## config.mk

```make
export PLATFORM = sky130hd
export DESIGN_NAME = hsp_host_port
export DESIGN_NICKNAME = d
export VERILOG_FILES = /design/src/rtl/hsp_pkg.sv /design/src/rtl/hsp_reg_if.sv /design/src/rtl/hsp_spi_engine.sv /design/src/rtl/hsp_host_port.sv
export SDC_FILE = /design/constraint.sdc
export NUM_CORES = 1
export LEC_CHECK = 0
export BUFFER_PORTS_ARGS = -buffer_cell sky130_fd_sc_hd__buf_2
export CORE_ASPECT_RATIO = 0.8
export CORE_MARGIN = 4
export CORE_UTILIZATION = 49
export CTS_CLUSTER_SIZE = 8
export DETAILED_ROUTE_END_ITERATION = 6
export PLACE_DENSITY = 0.76
export SLEW_MARGIN = 25
export SYNTH_ARGS = -nofsm -noshare
export SYNTH_HDL_FRONTEND = slang
export SYNTH_SLANG_ARGS = --single-unit
export TNS_END_PERCENT = 30
```

## constraint.sdc

```tcl
create_clock -name i_clk -period 2.3 [get_ports i_clk]
set_input_delay 0.46 -clock i_clk [delete_from_list [all_inputs] [get_ports i_clk]]
set_output_delay 0.46 -clock i_clk [all_outputs]
set_load 0.005 [all_outputs]
```

## src/rtl/hsp_pkg.sv

```systemverilog
// Purpose: constants and types for the host serial port pin block.
// Assumes: 20 MHz system clock samples every pin through two flip-flops.
// Notes: serial frame is 1 read bit, 7 address bits, 8 data bits.
package hsp_pkg;
   localparam int unsigned CLK_HZ = 20000000;
   localparam int unsigned STRAP_HOLD_US = 2000;
   // Straps are caught once they have been steady after reset release
   localparam int unsigned STRAP_CYCLES = STRAP_HOLD_US * (CLK_HZ / 1000000);
   localparam int unsigned ADDR_W = 7;
   localparam int unsigned DATA_W = 8;
   localparam logic [3:0] CMD_BITS = 4'h8;
   localparam logic [3:0] LAST_BIT = 4'hF;
   localparam logic [3:0] I2C_BASE_ADDR = 4'hA;
   localparam logic [1:0] MODE_RESET = 2'h0;
   typedef enum logic [1:0] {
      HSP_I2C_SLAVE = 2'b00,
      HSP_SPI = 2'b01,
      HSP_UART = 2'b10,
      HSP_I2C_MASTER = 2'b11
   } hsp_mode_e;
   typedef enum logic [1:0] {
      HSP_IDLE = 2'b00,
      HSP_CMD = 2'b01,
      HSP_DATA = 2'b10,
      HSP_DONE = 2'b11
   } hsp_state_e;
endpackage : hsp_pkg

```

## src/rtl/hsp_reg_if.sv

```systemverilog
// Purpose: register access path between pin logic and serial engine.
// Assumes: one clock domain.
// Notes: write and read are one-cycle strobes.
`timescale 1ns/1ps
interface hsp_reg_if;
   import hsp_pkg::*;
   logic wr;
   logic rd;
   logic [ADDR_W-1:0] addr;
   logic [DATA_W-1:0] wdata;
   logic [DATA_W-1:0] rdata;
   modport pins (output wr, output rd, output addr, output wdata,
      input rdata);
   modport regs (input wr, input rd, input addr, input wdata,
      output rdata);
endinterface : hsp_reg_if

```

## src/rtl/hsp_spi_engine.sv

```systemverilog
// Purpose: serial shift engine framed by chip select.
// Assumes: inputs already synchronised; edge pulses from the top.
// Notes: frame is read flag, address, then data, most significant first.
`timescale 1ns/1ps
module hsp_spi_engine
   import hsp_pkg::*;
(
   input wire logic i_clk,
   input wire logic i_rst_b,
   input wire logic i_en,
   input wire logic i_cs_b,
   input wire logic i_rise,
   input wire logic i_fall,
   input wire logic i_sdi,
   input wire logic i_edge_sel,
   hsp_reg_if.pins bus,
   output logic o_sdo,
   output logic o_sdo_oe
);
   hsp_state_e state;
   logic [3:0] cnt;
   logic [DATA_W-1:0] sh;
   logic rd_op;
   logic upd;

   assign upd = i_edge_sel ? i_fall : i_rise;

   // ==================================================
   // Frame control
   always_ff @(posedge i_clk or negedge i_rst_b) begin
      if (!i_rst_b) begin
         state <= HSP_IDLE;
         cnt <= 4'h0;
         rd_op <= 1'b0;
      end else if (!i_en || i_cs_b) begin
         // Aborted frames are simply dropped; no partial write happens
         state <= HSP_IDLE;
         cnt <= 4'h0;
      end else if (i_rise) begin
         cnt <= cnt + 4'h1;
         if (state == HSP_IDLE) begin
            rd_op <= i_sdi;
            state <= HSP_CMD;
         end else if (state == HSP_CMD && cnt == CMD_BITS - 4'h1) begin
            state <= HSP_DATA;
         end else if (state == HSP_DATA && cnt == LAST_BIT) begin
            state <= HSP_DONE;
         end
      end
   end

   // ==================================================
   // Shift path and register strobes
   always_ff @(posedge i_clk or negedge i_rst_b) begin
      if (!i_rst_b) begin
         sh <= 8'h00;
         bus.addr <= 7'h00;
         bus.wdata <= 8'h00;
         bus.wr <= 1'b0;
         bus.rd <= 1'b0;
      end else begin
         bus.wr <= 1'b0;
         bus.rd <= 1'b0;
         if (i_en && !i_cs_b && i_rise) begin
            if (state == HSP_CMD) begin
               bus.addr <= {bus.addr[ADDR_W-2:0], i_sdi};
               bus.rd <= rd_op && cnt == CMD_BITS - 4'h1;
            end else if (state == HSP_DATA) begin
               sh <= {sh[DATA_W-2:0], i_sdi};
               if (cnt == LAST_BIT && !rd_op) begin
                  bus.wdata <= {sh[DATA_W-2:0], i_sdi};
                  bus.wr <= 1'b1;
               end
            end
         end
      end
   end

   // ==================================================
   // Read data out
   logic [DATA_W-1:0] tx;
   logic loaded;
   always_ff @(posedge i_clk or negedge i_rst_b) begin
      if (!i_rst_b) begin
         tx <= 8'h00;
         o_sdo <= 1'b0;
         o_sdo_oe <= 1'b0;
         loaded <= 1'b0;
      end else if (!i_en || i_cs_b || !rd_op || state == HSP_IDLE) begin
         o_sdo_oe <= 1'b0;
         o_sdo <= 1'b0;
         loaded <= 1'b0;
      end else if (bus.rd) begin
         tx <= bus.rdata;
         loaded <= 1'b1;
      end else if (loaded && upd && state != HSP_CMD) begin
         o_sdo <= tx[DATA_W-1];
         tx <= {tx[DATA_W-2:0], 1'b0};
         o_sdo_oe <= state == HSP_DATA;
      end
   end
endmodule : hsp_spi_engine

```

## src/rtl/hsp_host_port.sv

```systemverilog
// Purpose: host serial port pin block with mode straps and a small
//    register file reached over the shift interface.
// Assumes: host keeps chip select low across each frame.
// Notes: I2C and UART protocol engines sit elsewhere; this block routes
//    their pins and supplies the I2C address.
`timescale 1ns/1ps
module hsp_host_port
   import hsp_pkg::*;
(
   input wire logic i_clk,
   input wire logic i_rst_b,
   input wire logic [1:0] i_host_port_mode_straps,
   input wire logic i_sclk,
   input wire logic i_sdi,
   input wire logic i_output_edge_select,
   input wire logic i_cs_b,
   input wire logic i_sdo_in,
   input wire logic i_uart_tx,
   input wire logic i_i2c_sda_drive_low,
   output logic o_sdo,
   output logic o_sdo_oe,
   output logic [1:0] o_host_port_select_field,
   output logic [6:0] o_i2c_slave_addr,
   output logic o_i2c_scl,
   output logic o_i2c_sda,
   output logic o_uart_rx
);
   import hsp_pkg::*;

   // ==================================================
   // Pin synchronisers
   logic [1:0] s_sclk, s_sdi, s_edge, s_cs, s_sda;
   logic [1:0] s_mode;
   logic [1:0] m_mode;
   logic sclk_d;
   always_ff @(posedge i_clk or negedge i_rst_b) begin
      if (!i_rst_b) begin
         s_sclk <= 2'h0;
         s_sdi <= 2'h0;
         s_edge <= 2'h0;
         s_cs <= 2'h3;
         s_sda <= 2'h3;
         m_mode <= 2'h0;
         s_mode <= 2'h0;
         sclk_d <= 1'b0;
      end else begin
         s_sclk <= {s_sclk[0], i_sclk};
         s_sdi <= {s_sdi[0], i_sdi};
         s_edge <= {s_edge[0], i_output_edge_select};
         s_cs <= {s_cs[0], i_cs_b};
         s_sda <= {s_sda[0], i_sdo_in};
         m_mode <= i_host_port_mode_straps;
         s_mode <= m_mode;
         sclk_d <= s_sclk[1];
      end
   end

   // ==================================================
   // Strap capture after reset release
   // Straps must be steady for the hold time, so sample at its end
   logic [15:0] strap_cnt;
   logic strap_done;
   always_ff @(posedge i_clk or negedge i_rst_b) begin
      if (!i_rst_b) begin
         strap_cnt <= 16'h0000;
         strap_done <= 1'b0;
         o_host_port_select_field <= MODE_RESET;
      end else if (!strap_done) begin
         strap_cnt <= strap_cnt + 16'h0001;
         if (strap_cnt == 16'(STRAP_CYCLES - 1)) begin
            strap_done <= 1'b1;
            o_host_port_select_field <= s_mode;
         end
      end
   end

   hsp_mode_e mode;
   assign mode = hsp_mode_e'(o_host_port_select_field);

   // ==================================================
   // I2C and UART pin routing
   always_ff @(posedge i_clk or negedge i_rst_b) begin
      if (!i_rst_b) begin
         o_i2c_slave_addr <= 7'h00;
         o_i2c_scl <= 1'b1;
         o_i2c_sda <= 1'b1;
         o_uart_rx <= 1'b1;
      end else begin
         // Address bits 2:0 from the shared pins
         o_i2c_slave_addr <= {I2C_BASE_ADDR, s_sdi[1], s_edge[1],
            s_cs[1]};
         o_i2c_scl <= s_sclk[1];
         o_i2c_sda <= s_sda[1];
         o_uart_rx <= (mode == HSP_UART) ? s_sdi[1] : 1'b1;
      end
   end

   // ==================================================
   // Register file behind the shift interface
   hsp_reg_if rif ();
   logic [DATA_W-1:0] regs [0:3];
   logic spi_sdo, spi_oe;
   always_ff @(posedge i_clk or negedge i_rst_b) begin
      if (!i_rst_b) begin
         for (int i = 0; i < 4; i++) begin
            regs[i] <= 8'h00;
         end
      end else if (rif.wr) begin
         regs[rif.addr[1:0]] <= rif.wdata;
      end
   end
   // Address 0 reads back the selected mode; others are scratch
   assign rif.rdata = (rif.addr[1:0] == 2'h0) ?
      {6'h00, o_host_port_select_field} : regs[rif.addr[1:0]];

   hsp_spi_engine u_spi (
      .i_clk(i_clk),
      .i_rst_b(i_rst_b),
      .i_en(strap_done && mode == HSP_SPI),
      .i_cs_b(s_cs[1]),
      .i_rise(s_sclk[1] && !sclk_d),
      .i_fall(!s_sclk[1] && sclk_d),
      .i_sdi(s_sdi[1]),
      .i_edge_sel(s_edge[1]),
      .bus(rif.pins),
      .o_sdo(spi_sdo),
      .o_sdo_oe(spi_oe)
   );

   // ==================================================
   // Shared output pin
   always_comb begin
      o_sdo = 1'b0;
      o_sdo_oe = 1'b0;
      if (mode == HSP_SPI) begin
         o_sdo = spi_sdo;
         o_sdo_oe = spi_oe;
      end else if (mode == HSP_UART) begin
         o_sdo = i_uart_tx;
         o_sdo_oe = 1'b1;
      end else if (mode == HSP_I2C_SLAVE) begin
         o_sdo_oe = i_i2c_sda_drive_low;
      end
   end
endmodule : hsp_host_port

```

==> Word-level counts from Yosys, hierarchy flattened <==
Cells that the tools add are included.
{ "word_totals": {"ff_bits": 110, "input_bits": 11, "output_inout_bits": 14, "elab_cells": 124} }
{ "op_classes": {"add_sub_neg": 2, "n_lt_le_gt_ge": 2, "eq_ne": 9, "mux": 39, "bitwise": 5, "reduce_logical": 36} }
{ "op_table": {"columns": ["operator", "n"], "rows": [
  ["$mux W8", 6],
  ["$bwmux W32", 1],
  ["$mux W1", 23],
  ["$add A16 B1 Y16 const B", 1],
  ["$bmux W8 S2", 1],
  ["$demux W8 S2", 1],
  ["$eq A16 B16 Y1 const B", 1],
  ["$logic_and A1 B1 Y1", 12],
  ["$mux W2", 5],
  ["$reduce_and A2 Y1", 5],
  ["$mux W4", 2],
  ["$reduce_bool A2 Y1", 4],
  ["$logic_not A2 Y1", 3],
  ["$reduce_and A3 Y1", 2],
  ["$logic_not A1 Y1", 5],
  ["$add A4 B1 Y4 const B", 1],
  ["$eq A2 B1 Y1 const B", 2],
  ["$eq A2 B2 Y1 const B", 2],
  ["$eq A4 B3 Y1 const B", 1],
  ["$eq A4 B4 Y1 const B", 1],
  ["$not A1 Y1", 4],
  ["$reduce_and A4 Y1", 1],
  ["$reduce_bool A4 Y1", 1],
  ["$ge A3 B3 Y1 const B", 1],
  ["other kinds (5)", 7]
]} }

==> Longest topological paths before layout <==
{ "depth": {"ltp_word": 8, "mapped_depth": 7, "ltp_nobuf": 5} }

==> By module <==
Synthesis repeated with hierarchy kept, for this count alone.
{ "unflattened": {"hier_cells": 325, "hier_area_um2": 4429.2} }
{ "modules_own_cells": {"columns": ["mod", "n_inst", "cells_per_inst", "area_per_inst_um2", "seq_area_each_um2"], "rows": [
  ["hsp_host_port", 1, 181, 2573.7, 1635.3],
  ["hsp_spi_engine", 1, 144, 1855.5, 1051.0]
]} }

==> Worst setup path after synthesis <==
No wires, ideal clock.
{ "synth_path": {"kind": "register -> register", "startpoint": "register o_host_port_select_field[1]", "endpoint": "register u_spi.bus.wdata[0]", "setup_time_ns": 0.125, "arrival_time_ns": 1.961, "required_ns": 2.175, "path_slack_ns": 0.215, "stages_incl_launch_ff": 7, "n_path_buf": 2, "period_less_slack_ns": 2.085, "path_cell_list": "dfrtp_1 > nand4bb_1 > buf_2 > or3b_1 > buf_6 > nor3_4 > mux2_2"} }
{ "synth_between": {"elab_chain_len": 5} }
{ "synth_rtl": {"columns": ["item", "line_no", "text"], "rows": [
  ["start, declared", "hsp_host_port.sv:22", "output logic [1:0] o_host_port_select_field,"],
  ["start signal, assigned", "hsp_host_port.sv:72", "o_host_port_select_field <= s_mode;"],
  ["$eq A2 B1 Y1", "hsp_host_port.sv:119", ".i_en(strap_done && mode == HSP_SPI),"],
  ["$logic_and A1 B1 Y1", "hsp_host_port.sv:119", null],
  ["$logic_and A1 B1 Y1 (2 in a row)", "hsp_spi_engine.sv:64", "if (i_en && !i_cs_b && i_rise) begin"],
  ["$reduce_and A4 Y1 (no source line)", null, null],
  ["end signal, assigned", "hsp_spi_engine.sv:71", "bus.wdata <= {sh[DATA_W-2:0], i_sdi};"],
  ["end, declared", "hsp_reg_if.sv:12", "modport pins (output wr, output rd, output addr, output wdata,"]
]} }
Every way passes these cells.
A chain may end at the register's enable or synchronous reset.

==> Worst setup path after layout <==
{ "layout_path": {"startpoint": "register sclk_d", "endpoint": "register u_spi.tx[4]"} }
{ "layout_between": {"elab_chain_len": 7, "elab_cells_between_ends": 8, "cone_classes": "mux: 1; reduce/logical: 7"} }
{ "layout_rtl": {"columns": ["item", "line_no", "text"], "rows": [
  ["start, declared", "hsp_host_port.sv:35", "logic sclk_d;"],
  ["start signal, assigned", "hsp_host_port.sv:54", "sclk_d <= s_sclk[1];"],
  ["$logic_not A1 Y1", "hsp_host_port.sv:121", ".i_rise(s_sclk[1] && !sclk_d),"],
  ["$logic_and A1 B1 Y1", "hsp_host_port.sv:121", null],
  ["$mux W1 (*)", "hsp_spi_engine.sv:26", "assign upd = i_edge_sel ? i_fall : i_rise;"],
  ["$logic_and A1 B1 Y1 (*) (2 in a row)", "hsp_spi_engine.sv:96", "end else if (loaded && upd && state != HSP_CMD) begin"],
  ["$reduce_bool A2 Y1 (no source line) (*)", null, null],
  ["$reduce_and A2 Y1 (no source line) (*)", null, null],
  ["end signal, assigned", "hsp_spi_engine.sv:94", "tx <= bus.rdata;"],
  ["end signal, assigned", "hsp_spi_engine.sv:98", "tx <= {tx[DATA_W-2:0], 1'b0};"],
  ["end, declared", "hsp_spi_engine.sv:81", "logic [DATA_W-1:0] tx;"]
]} }
Mark *: on every way between the ends. The rest lies on a longest branch, timed or not.

==> qor.yml <==
outcome:
  outcome: "finished, final reports clean"
cts:
  cts_root_buf: "clkbuf_8"
  cts_tree: "done"
  cts_buffers: 9
  post-cts-setup-buffers: 0
  htreeDepth: 3
  hold_buffers: 0
  cts_buffer_depth: 2
  clk_latency_ns: 0.36
  path_clk_slew_ns: 0.10
  postCtsResizedCells: 0
  cts.sinks: 102
routing:
  routed_wl_um: 7190
  wire_per_inst_um: 16.3
  drt_iter0_markers: 102
  num_vias: 2379
  dr.pass1.iters: 4
  vias_per_cell: 5.41
  antenna_left: 0
  drc: 0
setup_path:
  reg2reg_from: "sclk_d"
  worst-endpoint-arrival_ns: 2.39
  reg2reg_slack_ns: 0.17
  ff2ff_path_depth: 4
  r2r-end: "u_spi.tx[4]"
  critPathMaxFanout: 8
  end_kind: "register"
  crit_type: "register to register"
  startpoint_type: "register"
  cp.required_ns: 2.55
synthesis:
  synth-main-ff-cell: "dfrtp_1"
  synth_area_leader_cell: "dfrtp_1"
  synth_enable_flop_cells: 0
  yosys.area.top_type_share_pct: 57.8
  ys_types: 43
  synthesis.area_um2: 4120
  netlist_top_cells_area: "dfrtp_1, mux2_2, dfstp_2, xnor2_1, nor2_1"
  async_flop_share_pct: 100
  yosys_warnings: 0
  synth.avg_cell_area_um2: 13.8
  seq_area_frac_synth_pct: 62.2
  netlist_instances: 299
  ys_seq_elements: 102
sta:
  hold_viol: 0
  fin_ws_ns: 0.167
  fin_tns_setup_ns: 0
  setup_viol: 0
  fin_crit_ns: 2.13
  rsz0062_at_grt: "false"
  fin_crit_sh_pct: 92.8
  max_freq_ghz: 0.469
  worstMarginPinSlew_ns: 0.585
  skew_ns: 0.0142
  drv_slew: 0
  relSlewSlack_pct: 60.6
power_and_ir_drop:
  peakVddDrop_uv: 459
  p_leak_uw: 0.00213
  total_power_uw: 3120
  p_per_area_nw_per_um2: 681
finish:
  final_cell_mix: "dfrtp_1, mux2_2, nor2_1, buf_2, nand2_1"
  final_net_count: 340
  layout.area.seq_um2: 2560
  fillers: 671
  insertedDiodeCount: 0
  fin_cells: 440
  multi_input_area_um2: 1480
  areaGrowthSynthToFinish_pct: 11.2
  layout_commonest_cell: "dfrtp_1"
  drive_gt1_share_pct: 34.6
floorplan:
  die_area_um2: 9940
  io_pins: 25
  initial_core_util_pct: 51.1
  row_count: 29
  coreArea_um2: 8060
  die_w_um: 110
  fp.dieH_um: 90.0
placed_design:
  place.gp.congestion: 0.821
  dp.cells: 424
  port_buffers: 22
  dp_hpwl_um: 4970
  dp_slack_ns: 0.186
job:
  maxCapViolations: 0
global_routing:
  antenna_found_initial: 0
  grt_max_degree: 73
  grt_pass1_vias: 2421
  grt.overflow.total: 0
  grt_pass1_wl_um: 12200
  track_usage_pct: 15.4
worst_hold_path:
  hold_path.class: "input port to asynchronous set/reset pin"
worst max-delay path by stage:
stage / from / endpoint / slack, ns / cells after the start
floorplan: o_host_port_select_field[1] / u_spi.bus.wdata[0] / 0.21 / 6
global placement: sclk_d / u_spi.tx[5] / 0.25 / 4
detailed placement: sclk_d / u_spi.tx[4] / 0.19 / 4
CTS: sclk_d / u_spi.tx[4] / 0.18 / 4
global route: s_sclk[1] / u_spi.tx[4] / 0.10 / 4
finish: sclk_d / u_spi.tx[4] / 0.17 / 4
cells in the mapped netlist, drive strengths merged, types with 3 or more instances:
master / n
nor3: 6
xor2: 5
o21ai: 3
xnor2: 13
buf: 6
nand3b: 4
nand3: 6
nor4: 3
nand2: 14
nand2b: 3
nor2b: 4
nand4: 4
dfstp: 7
a221oi: 5
mux2i: 3
nor2: 23
dfrtp: 95
mux2: 57
clkbuf: 6
a21oi: 7
layout make-up:
class	count	area share, %
well taps	108	2.95
clock buffers	11	3.09
clock inverters	5	1.78
flip-flops and latches	102	55.9
repair buffers	28	3.72
inverters	3	0.246
multi-input cells	183	32.3
worst max-delay path: stages, from the launching register on:
cell and delay [ns]:
dfrtp_1 0.41, or3b_2 0.50, a211o_1 0.32, a21oi_2 0.41, mux2_2 0.40
flip-flops by register name (all words and copies together), names as in the netlist, 4 cells and up:
name and flops:
strap_cnt 16, o_i2c_slave_addr 4, regs 24, u_spi.tx 8, u_spi.sh 7, u_spi.cnt 4, u_spi.bus.wdata 8
per-stage QoR:
step | area (µm²) | utilization [%] | hold slack (ns)
2_1_floorplan | 4120 | - | 0.164
3_3_place_gp | 4360 | 54.1 | 0.333
3_5_place_dp | 4360 | 54.1 | 0.336
4_1_cts | 4580 | 56.8 | 0.0238
5_1_grt | 4580 | 56.8 | 0.0356
6_report | 4580 | 56.8 | 0.0172
metal layers:
metal / wire (µm) / up-vias / share of wire [%] / track usage (%)
met4: 89 / 0 / 1.2 / 4.21
li1: - / 1105 / - / -
met2: 3260 / 44 / 45 / 22.5
met1: 3450 / 1220 / 48 / 22.1
met5: 0 / - / 0 / 0
met3: 392 / 10 / 5.5 / 5.37
where the power goes:
part	switching [µW]	leakage [µW]	internal, µW	total [µW]
sequential	8.42	0.00135	1810	1820
clock	586	0.000110	645	1230
combinational	45.9	0.000666	18.4	64.2
logic make-up after synthesis:
| kind of cell | synth area share [%] |
|---|---|
| other | 0.182 |
| buffers and inverters | 1.95 |
| AND/OR/NAND/NOR | 9.85 |
| multiplexers | 17.4 |
| flip-flops | 62.2 |
| adder cells (fa/ha/maj) | 0.608 |
| XOR/XNOR | 3.83 |
| AO/OA/AOI/OAI | 3.92 |
(Power assumes the default switching activity.)
